## src/core/sys_ctrl_map.svh

```systemverilog
// register offsets, field positions, reset values and timing counts of the
// system-control block; included by the block itself, not by the package.
`ifndef SYS_CTRL_MAP_SVH
`define SYS_CTRL_MAP_SVH
`define SC_OFS_STATUS 5'h00
`define SC_OFS_PWM_CTRL 5'h09
`define SC_OFS_LOW_VOLT_DETECT_CTRL 5'h13
`define SC_OFS_LVD_SEL 5'h14
`define SC_OFS_ADDR0 5'h18
`define SC_OFS_ADDR1 5'h19
`define SC_OFS_ADDR2 5'h1A
`define SC_OFS_ADDR3 5'h1B
`define SC_OFS_DATA_LO 5'h1C
`define SC_OFS_DATA_HI 5'h1D
`define SC_BIT_ZERO 0
`define SC_BIT_CARRY 1
`define SC_BIT_PWM_FLAG 2
`define SC_BIT_PWM_RUN 0
`define SC_BIT_IRQ_EN 1
`define SC_BIT_MON_ON 0
`define SC_BIT_MON_FLAG 1
`define SC_RST_LOW_VOLT_DETECT_CTRL 4'h0
`define SC_RST_LVD_SEL 4'hF
`define SC_LVL_1V6 4'h8
`define SC_LVL_2V8 4'hF
`define SC_LVL_3V8 4'h4
`define SC_VEC_RESET 13'h0000
`define SC_VEC_WAKE 13'h0004
`define SC_VEC_IRQ 13'h0008
`define SC_CLK_HZ 25000000
`define SC_CLK_NS 40
`define SC_SAMPLE_HZ 32768
`define SC_SAMPLE_CYC ((`SC_CLK_HZ + `SC_SAMPLE_HZ / 2) / `SC_SAMPLE_HZ)
`define SC_STAB_NS 352000
`define SC_STAB_CYC ((`SC_STAB_NS + `SC_CLK_NS - 1) / `SC_CLK_NS)
`define SC_WDT_MS 128
`define SC_WDT_CYC ((`SC_WDT_MS * 1000000) / `SC_CLK_NS)
`endif

```

## src/core/sys_ctrl_pkg.sv

```systemverilog
// types shared by the system-control block and its neighbours.
// assumes the cpu core uses a 13-bit program counter.
package sys_ctrl_pkg;
   typedef logic [12:0] pc_t;
   typedef logic [3:0] nib_t;
   // context saved on interrupt entry, restored on interrupt return
   typedef struct packed {
      pc_t pc;
      nib_t code_page;
      nib_t ram_bank;
      logic carry;
      logic zero;
   } cpu_ctx_s;
   typedef enum logic [2:0] {
      ST_RUN = 3'b001,
      ST_HALT = 3'b010,
      ST_STAB = 3'b100
   } mode_e;
endpackage

```

## src/core/sys_ctrl.sv

```systemverilog
// system control: interrupt entry/return, halt and wake, watchdog,
// indirect data-rom port and supply-monitor registers.
// assumes one clock, inputs synchronous to it, merged chip reset on resetn.
`timescale 1ns/10ps
`include "sys_ctrl_map.svh"
module sys_ctrl #(
   parameter int STAB_CYC = `SC_STAB_CYC,
   parameter int WDT_CYC = `SC_WDT_CYC,
   parameter int SAMPLE_CYC = `SC_SAMPLE_CYC
) (
   input wire logic clk_sys, // system clock
   input wire logic resetn, // merged chip reset, active low
   input wire logic [4:0] reg_addr, // special register address
   input wire logic reg_wr, // register write strobe
   input wire logic reg_rd, // register read strobe
   input wire sys_ctrl_pkg::nib_t reg_wdata, // write data nibble
   output sys_ctrl_pkg::nib_t reg_rdata_r, // read data, one cycle after strobe
   input wire sys_ctrl_pkg::cpu_ctx_s cpu_ctx, // live cpu context
   input wire logic op_halt, // halt executing
   input wire logic op_return_from_irq, // interrupt return executing
   input wire logic op_return_from_subroutine, // subroutine return executing
   output logic pc_load_r, // load program counter pulse
   output sys_ctrl_pkg::pc_t pc_load_val_r, // value to load
   output logic ctx_restore_r, // restore context pulse
   output sys_ctrl_pkg::cpu_ctx_s ctx_saved_r, // shadow context
   output logic cpu_stall_r, // cpu clock stopped
   output logic pwm_run_enable_r, // sample engine enable
   output logic pwm_load_r, // sample data load pulse
   input wire logic [3:0] port_a_pins, // port a input levels
   input wire logic [3:0] wake_pin_enable, // static wake option per pin
   input wire logic wdt_option, // static watchdog enable option
   output logic wdt_reset_r, // chip reset request pulse
   output logic [15:0] rom_addr_r, // data rom byte address
   input wire logic [7:0] rom_data, // data rom byte at rom_addr_r
   input wire logic supply_below, // detector comparator output
   output logic supply_monitor_on_r, // detector enable
   output sys_ctrl_pkg::nib_t level_sel_r // detector threshold code
);
   import sys_ctrl_pkg::*;

   localparam logic [13:0] STAB_LAST = 14'(STAB_CYC - 1);
   localparam logic [21:0] WDT_LAST = 22'(WDT_CYC - 1);
   localparam logic [9:0] SAMPLE_LAST = 10'(SAMPLE_CYC - 1);

   mode_e mode_r;
   logic [13:0] stab_cnt_r; // the default wait runs past 8191 cycles
   logic [21:0] wdt_cnt_r;
   logic [9:0] sample_cnt_r;
   logic [3:0] pins_last_r;
   logic global_irq_enable_r;
   logic pwm_request_flag_r;
   logic supply_low_flag_r;
   logic sample_tick;
   logic take_irq;
   logic wake_edge;
   logic wdt_clear;
   logic wr_status, wr_ctrl, wr_data_hi;

   ////////////////////////////////////////////////////////////////////////////
   // decode
   assign wr_status = reg_wr && (reg_addr == `SC_OFS_STATUS);
   assign wr_ctrl = reg_wr && (reg_addr == `SC_OFS_PWM_CTRL);
   assign wr_data_hi = reg_wr && (reg_addr == `SC_OFS_DATA_HI);
   assign wake_edge = |(port_a_pins & ~pins_last_r & wake_pin_enable);
   // enable gates acceptance; halt and return take precedence
   assign take_irq = (mode_r == ST_RUN) && global_irq_enable_r && pwm_request_flag_r &&
                     !op_halt && !op_return_from_irq;
   assign sample_tick = pwm_run_enable_r && (sample_cnt_r == SAMPLE_LAST);
   assign wdt_clear = wr_data_hi || (mode_r != ST_RUN) || ((mode_r == ST_RUN) && op_halt);

   ////////////////////////////////////////////////////////////////////////////
   // port history for edge detection
   always_ff @(posedge clk_sys or negedge resetn) begin
      if (!resetn) begin
         pins_last_r <= 4'h0;
      end else begin
         pins_last_r <= port_a_pins;
      end
   end

   ////////////////////////////////////////////////////////////////////////////
   // run / halt / stabilise; reset lands in the wait so reset beats wake
   always_ff @(posedge clk_sys or negedge resetn) begin
      if (!resetn) begin
         mode_r <= ST_STAB;
         stab_cnt_r <= 14'h0000;
      end else begin
         case (mode_r)
            ST_RUN: begin
               if (op_halt) begin
                  mode_r <= ST_HALT;
               end
            end
            ST_HALT: begin
               stab_cnt_r <= 14'h0000;
               if (wake_edge) begin
                  mode_r <= ST_STAB;
               end
            end
            ST_STAB: begin
               if (stab_cnt_r == STAB_LAST) begin
                  mode_r <= ST_RUN;
                  stab_cnt_r <= 14'h0000;
               end else begin
                  stab_cnt_r <= stab_cnt_r + 14'h0001;
               end
            end
            default: begin
               mode_r <= ST_STAB;
               stab_cnt_r <= 14'h0000;
            end
         endcase
      end
   end

   // stall keeps the cpu from any ram write while halted
   always_ff @(posedge clk_sys or negedge resetn) begin
      if (!resetn) begin
         cpu_stall_r <= 1'b1;
      end else begin
         cpu_stall_r <= (mode_r == ST_RUN) ? op_halt :
                        !((mode_r == ST_STAB) && (stab_cnt_r == STAB_LAST));
      end
   end

   ////////////////////////////////////////////////////////////////////////////
   // program counter steering and context shadow
   always_ff @(posedge clk_sys or negedge resetn) begin
      if (!resetn) begin
         pc_load_r <= 1'b0;
         pc_load_val_r <= `SC_VEC_RESET;
         ctx_restore_r <= 1'b0;
         ctx_saved_r <= '0;
      end else begin
         pc_load_r <= 1'b0;
         ctx_restore_r <= 1'b0;
         if ((mode_r == ST_RUN) && op_halt) begin
            pc_load_r <= 1'b1;
            pc_load_val_r <= `SC_VEC_WAKE;
         end else if ((mode_r == ST_RUN) && op_return_from_irq) begin
            pc_load_r <= 1'b1;
            pc_load_val_r <= ctx_saved_r.pc;
            ctx_restore_r <= 1'b1;
         end else if (take_irq) begin
            pc_load_r <= 1'b1;
            pc_load_val_r <= `SC_VEC_IRQ;
            ctx_saved_r <= cpu_ctx;
         end
      end
   end

   ////////////////////////////////////////////////////////////////////////////
   // control register: irq enable and sample engine enable
   always_ff @(posedge clk_sys or negedge resetn) begin
      if (!resetn) begin
         global_irq_enable_r <= 1'b0;
         pwm_run_enable_r <= 1'b0;
      end else begin
         if (wr_ctrl) begin
            global_irq_enable_r <= reg_wdata[`SC_BIT_IRQ_EN];
            pwm_run_enable_r <= reg_wdata[`SC_BIT_PWM_RUN];
         end
         // hardware updates override a same-cycle write
         if ((mode_r == ST_RUN) && op_halt) begin
            pwm_run_enable_r <= 1'b0; // halt stops the sample engine
         end else if ((mode_r == ST_RUN) && op_return_from_irq) begin
            global_irq_enable_r <= 1'b1;
         end else if (take_irq) begin
            global_irq_enable_r <= 1'b0;
         end
      end
   end

   ////////////////////////////////////////////////////////////////////////////
   // request flag: set wins over a same-cycle software clear
   always_ff @(posedge clk_sys or negedge resetn) begin
      if (!resetn) begin
         pwm_request_flag_r <= 1'b0;
      end else begin
         if (sample_tick) begin
            pwm_request_flag_r <= 1'b1;
         end else if (wr_status) begin
            pwm_request_flag_r <= reg_wdata[`SC_BIT_PWM_FLAG];
         end
      end
   end

   always_ff @(posedge clk_sys or negedge resetn) begin
      if (!resetn) begin
         sample_cnt_r <= 10'h000;
         pwm_load_r <= 1'b0;
      end else begin
         pwm_load_r <= sample_tick;
         if (!pwm_run_enable_r || sample_tick) begin
            sample_cnt_r <= 10'h000;
         end else begin
            sample_cnt_r <= sample_cnt_r + 10'h001;
         end
      end
   end

   ////////////////////////////////////////////////////////////////////////////
   // watchdog; length is a build-time figure, never a register
   always_ff @(posedge clk_sys or negedge resetn) begin
      if (!resetn) begin
         wdt_cnt_r <= 22'h000000;
         wdt_reset_r <= 1'b0;
      end else begin
         wdt_reset_r <= 1'b0;
         if (!wdt_option || wdt_clear) begin
            wdt_cnt_r <= 22'h000000;
         end else if (wdt_cnt_r == WDT_LAST) begin
            wdt_cnt_r <= 22'h000000;
            wdt_reset_r <= 1'b1;
         end else begin
            wdt_cnt_r <= wdt_cnt_r + 22'h000001;
         end
      end
   end

   ////////////////////////////////////////////////////////////////////////////
   // rom address nibbles
   always_ff @(posedge clk_sys or negedge resetn) begin
      if (!resetn) begin
         rom_addr_r <= 16'h0000;
      end else if (reg_wr) begin
         case (reg_addr)
            `SC_OFS_ADDR0: rom_addr_r[3:0] <= reg_wdata;
            `SC_OFS_ADDR1: rom_addr_r[7:4] <= reg_wdata;
            `SC_OFS_ADDR2: rom_addr_r[11:8] <= reg_wdata;
            `SC_OFS_ADDR3: rom_addr_r[15:12] <= reg_wdata;
            default: rom_addr_r <= rom_addr_r;
         endcase
      end
   end

   ////////////////////////////////////////////////////////////////////////////
   // supply monitor registers
   always_ff @(posedge clk_sys or negedge resetn) begin
      if (!resetn) begin
         supply_monitor_on_r <= 1'b0;
         level_sel_r <= `SC_RST_LVD_SEL;
         supply_low_flag_r <= 1'b0;
      end else begin
         if (reg_wr && (reg_addr == `SC_OFS_LOW_VOLT_DETECT_CTRL)) begin
            supply_monitor_on_r <= reg_wdata[`SC_BIT_MON_ON];
         end
         // unused codes are stored as written; the detector ignores them
         if (reg_wr && (reg_addr == `SC_OFS_LVD_SEL)) begin
            level_sel_r <= reg_wdata;
         end
         supply_low_flag_r <= supply_monitor_on_r && supply_below;
      end
   end

   ////////////////////////////////////////////////////////////////////////////
   // read port, registered; unmapped offsets read zero
   always_ff @(posedge clk_sys or negedge resetn) begin
      if (!resetn) begin
         reg_rdata_r <= 4'h0;
      end else if (reg_rd) begin
         case (reg_addr)
            `SC_OFS_STATUS: reg_rdata_r <= {1'b0, pwm_request_flag_r, cpu_ctx.carry, cpu_ctx.zero};
            `SC_OFS_PWM_CTRL: reg_rdata_r <= {2'b00, global_irq_enable_r, pwm_run_enable_r};
            `SC_OFS_LOW_VOLT_DETECT_CTRL: reg_rdata_r <= {2'b00, supply_low_flag_r, supply_monitor_on_r};
            `SC_OFS_LVD_SEL: reg_rdata_r <= level_sel_r;
            `SC_OFS_ADDR0: reg_rdata_r <= rom_addr_r[3:0];
            `SC_OFS_ADDR1: reg_rdata_r <= rom_addr_r[7:4];
            `SC_OFS_ADDR2: reg_rdata_r <= rom_addr_r[11:8];
            `SC_OFS_ADDR3: reg_rdata_r <= rom_addr_r[15:12];
            `SC_OFS_DATA_LO: reg_rdata_r <= rom_data[3:0];
            `SC_OFS_DATA_HI: reg_rdata_r <= rom_data[7:4];
            default: reg_rdata_r <= 4'h0;
         endcase
      end
   end
endmodule // sys_ctrl

```

## config.mk

```make
export PLATFORM = sky130hd
export DESIGN_NAME = sys_ctrl
export DESIGN_NICKNAME = d
export VERILOG_FILES = /design/src/core/sys_ctrl_pkg.sv /design/src/core/sys_ctrl.sv
export VERILOG_INCLUDE_DIRS = /design/src /design/src/core
export SDC_FILE = /design/constraint.sdc
export NUM_CORES = 1
export LEC_CHECK = 0
export ABC_AREA = 1
export ABC_CLOCK_PERIOD_IN_PS = 3320
export BUFFER_PORTS_ARGS = -buffer_cell sky130_fd_sc_hd__buf_2
export CAP_MARGIN = 20
export CELL_PAD_IN_SITES_DETAIL_PLACEMENT = 1
export CELL_PAD_IN_SITES_GLOBAL_PLACEMENT = 2
export CORE_MARGIN = 1
export CORE_UTILIZATION = 35
export CTS_BUF_LIST = sky130_fd_sc_hd__clkbuf_8
export DETAILED_ROUTE_END_ITERATION = 6
export PLACE_DENSITY_LB_ADDON = 0.3
export SKIP_LAST_GASP = 1
export SLEW_MARGIN = 40
export SYNTH_ARGS = -nofsm -noshare
export SYNTH_HDL_FRONTEND = slang
export SYNTH_SLANG_ARGS = --single-unit
```

## constraint.sdc

```tcl
create_clock -name clk_sys -period 3.32 [get_ports clk_sys]
set_input_delay 0.332 -clock clk_sys [delete_from_list [all_inputs] [get_ports clk_sys]]
set_output_delay 0.332 -clock clk_sys [all_outputs]
set_load 0.01 [all_outputs]
```

==> metrics <==
drt drc 2; GRT met1 Usage 0.245; wirelength, routed 16300 µm; number of fill cells in the layout 2019; area enclosed by the die boundary 0.0173 mm²; synth unique cells 37; leakage power of the design 0.00372 µW; sort of element at the end of the critical path flop; fraction of layout instances using a drive strength above 1 0.218; Setup Skew 13.3 ps; number of enable flip-flop cells after synthesis 0; Post-Synthesis Cells around 720; buffers inserted during post-CTS setup optimization 0; met2 Use GR 0.345; main flop type after synthesis sky130_fd_sc_hd__dfrtp_1; violations in the final reports DRC; final RePlAce weighted congestion 0.807; achievable clock frequency about 530 MHz; Max transition margin 0.583; Post-Route Utilization 0.436; total global routing track utilization 0.202; die outline width 132 µm; Least-Margin Pin Slew 624 ps; met3 routing resource usage after global routing 0.0575; final slew viol count 0; number of endpoints failing setup at the final stage 0; number of clock buffers inserted by TritonCTS 17; pin count of the biggest net entering global routing 63; effective utilization at floorplan 0.356; Via density 4.74; async set-or-reset flop fraction in the synthesized netlist 1.00; antenna-violating nets left 0; setup repair after global routing missed its margin no; post-route clock period utilization 0.571; TritonCTS clock tree built; worst vdd ir around 0.23 mV; Final Net Count 919; master cell of the clock root buffer sky130_fd_sc_hd__clkbuf_8; post-DR wirelength/cell around 15 µm; Syn Std Cell Area 0.00588 mm²; Critical Path RT 3650 ps; kind of critical path flop to flop; most used routing layer met2; path class of the lowest-slack min-delay path input port to flop; number of DRC markers in iteration 0 213; sinks on the clock net 123; input/output buffers 122; power density normalized to cell area 469 mW/mm²; flip-flop and latch count after synthesis 123; Pre-Repair DR Iteration Count 7; Syn. warnings 0; Final WS setup 1430 ps; final number of hold-violating endpoints 0; vertical die dimension 132 µm; Period minus WS final 1890 ps; count of non-filler cells in the finished layout 1091; core area 0.0165 mm²; CTS-repair resized insts 0; initial antenna violation count 0; HPWL reported at the end of detailed placement between 10000 and 15000 µm; Worst Path Arrival 2220 ps; maximum root-to-sink buffer count 2; Max Cap Violations 0; number of global-route vias before repair approximately 5600; Seq/Total Area, Yosys 0.524; largest fanout on the critical path 13; count of inserted antenna diode cells 0; run status finished with violations; global-route wire length before repair between 20000 and 30000 µm; Area Growth Syn to Fin 22.3%; clock slew seen by the registers of the worst setup and hold paths 70 ps; Worst Setup Start Kind flop; Net Count, Synth 782; CTS HTree Levels 4; clk_lat worst skew about 440 ps; overflow left after global routing 0; number of rows in the core area 47; Synth Area per Inst 8.16 µm²; tightest hold margin 57.9 ps; vias after detailed routing 5176; Sum Neg Setup Slack 0 ps; IO Count 124; Post-Place Setup Slack around 1400 ps; DP Cell Count between 1000 and 1500
-- report_power, final --
part	internal, µW	switching (µW)
clock	851	617
combinational	106	171
sequential	1570	63.2
total	2530	851
-- sequential cells by signal, indices dropped and copies added (netlist names) --
signal	cells
ctx_saved_r	23
wdt_cnt_r	22
rom_addr_r	16
stab_cnt_r	14
pc_load_val_r	13
sample_cnt_r	10
level_sel_r	4
pins_last_r	4
reg_rdata_r	4
mode_r	3
cpu_stall_r	1
ctx_restore_r	1
global_irq_enable_r	1
pc_load_r	1
pwm_load_r	1
pwm_request_flag_r	1
pwm_run_enable_r	1
supply_low_flag_r	1
supply_monitor_on_r	1
wdt_reset_r	1
-- final timing paths --
path                       slack [ps]                     startpoint  cells after the start                            end
hold / removal                     60                 port_a_pins[3]                      1       pins_last_r[3]$_DFF_PN0_
max in group asynchronous        2110                         resetn                      3     level_sel_r[1]$_DFFE_PN1P_
min in group asynchronous         420                         resetn                      2     stab_cnt_r[10]$_DFFE_PN0P_
hold reg to reg                   470  pc_load_val_r[11]$_DFFE_PN0P_                      2  pc_load_val_r[11]$_DFFE_PN0P_
setup reg to reg                 1430         wdt_cnt_r[0]$_DFF_PN0_                     10        wdt_cnt_r[18]$_DFF_PN0_
setup / recovery                 1430         wdt_cnt_r[0]$_DFF_PN0_                     10        wdt_cnt_r[18]$_DFF_PN0_
-- worst max-delay path, stage by stage, from the launching register on --
cell,delay [ps]
sky130_fd_sc_hd__dfrtp_1,390
sky130_fd_sc_hd__ha_1,200
sky130_fd_sc_hd__nand2_1,90
sky130_fd_sc_hd__nor2_2,140
sky130_fd_sc_hd__nand2_1,100
sky130_fd_sc_hd__nor2_2,160
sky130_fd_sc_hd__nand3_1,160
sky130_fd_sc_hd__nand2_2,280
sky130_fd_sc_hd__inv_1,130
sky130_fd_sc_hd__nand2_1,80
sky130_fd_sc_hd__nor2_1,40
-- cell type report --
cell class / instances / area, µm² / share of cell area
Clock buffer: 19 / 262 / 0.0363
Tap cell: 220 / 275 / 0.0382
Timing Repair Buffer: 128 / 681 / 0.0945
Sequential cell: 123 / 3090 / 0.429
Multi-Input combinational cell: 494 / 2370 / 0.329
Clock inverter: 13 / 175 / 0.0243
Inverter: 94 / 355 / 0.0494
-- synthesized netlist by cell type, types with 2 or more instances --
library cell               count  area share
sky130_fd_sc_hd__dfrtp_1     117        0.50
sky130_fd_sc_hd__xor2_1       12       0.018
sky130_fd_sc_hd__nor2_4        2      0.0038
sky130_fd_sc_hd__nor2_1       79       0.050
sky130_fd_sc_hd__o21ai_1      25       0.021
sky130_fd_sc_hd__nand4_2       2      0.0043
sky130_fd_sc_hd__nand2_2       4      0.0043
sky130_fd_sc_hd__dfstp_2       6       0.027
sky130_fd_sc_hd__o211ai_1      2      0.0026
sky130_fd_sc_hd__nand3_1      36       0.031
sky130_fd_sc_hd__inv_1        91       0.058
sky130_fd_sc_hd__nor3b_1       6      0.0077
sky130_fd_sc_hd__nor3_1       21       0.018
sky130_fd_sc_hd__xnor2_1       4      0.0060
sky130_fd_sc_hd__nor2_2       11       0.012
sky130_fd_sc_hd__ha_1          4      0.0085
sky130_fd_sc_hd__a21oi_1       4      0.0034
sky130_fd_sc_hd__nand2_1     212        0.14
sky130_fd_sc_hd__nand4_1      15       0.016
sky130_fd_sc_hd__buf_6         6       0.011
sky130_fd_sc_hd__o21ai_0      37       0.031
sky130_fd_sc_hd__o31ai_1       4      0.0051
sky130_fd_sc_hd__nand3b_1      5      0.0064
sky130_fd_sc_hd__a21oi_2       3      0.0045
-- metal layers --
layer | share of wire | vias up
met5 | 0 | -
met2 | 0.50 | 104
li1 | - | 2560
met1 | 0.44 | 2495
met3 | 0.048 | 17
met4 | 0.015 | 0
-- kinds of logic after synthesis --
family,share of synthesized area
AO/OA/AOI/OAI,0.0723
flip-flops,0.524
XOR/XNOR,0.0238
adder cells (fa/ha/maj),0.00851
AND/OR/NAND/NOR,0.296
buffers and inverters,0.0755
-- cell usage in the layout, fill, tap and decap left out, types with 5 or more instances in the layout --
| master | n |
|---|---|
| sky130_fd_sc_hd__nand4_1 | 15 |
| sky130_fd_sc_hd__nand3_1 | 36 |
| sky130_fd_sc_hd__clkbuf_8 | 19 |
| sky130_fd_sc_hd__xor2_1 | 12 |
| sky130_fd_sc_hd__nor2_2 | 12 |
| sky130_fd_sc_hd__dfrtp_1 | 117 |
| sky130_fd_sc_hd__dfstp_2 | 6 |
| sky130_fd_sc_hd__nand3b_1 | 5 |
| sky130_fd_sc_hd__o21ai_1 | 25 |
| sky130_fd_sc_hd__buf_2 | 121 |
| sky130_fd_sc_hd__o21ai_0 | 37 |
| sky130_fd_sc_hd__nor2_1 | 78 |
| sky130_fd_sc_hd__nor3_1 | 21 |
| sky130_fd_sc_hd__inv_1 | 93 |
| sky130_fd_sc_hd__nand2_1 | 212 |
| sky130_fd_sc_hd__nor3b_1 | 6 |
-- through the flow --
step / total power, µW / area, µm²
after floorplan: 1760 / 5880
after global placement: 1930 / 6710
after detailed placement: 1940 / 6720
after CTS: 3430 / 7200
after global routing: 3540 / 7200
final: 3380 / 7200
-- timing repair --
| action | 4_1_cts | 5_1_grt |
|---|---|---|
| endpoints found under the setup margin | 0 | 0 |
| hold endpoints to repair | 37 | 0 |
| hold buffers | 4 | 0 |
No activity file was read; power rests on OpenSTA's default activity.
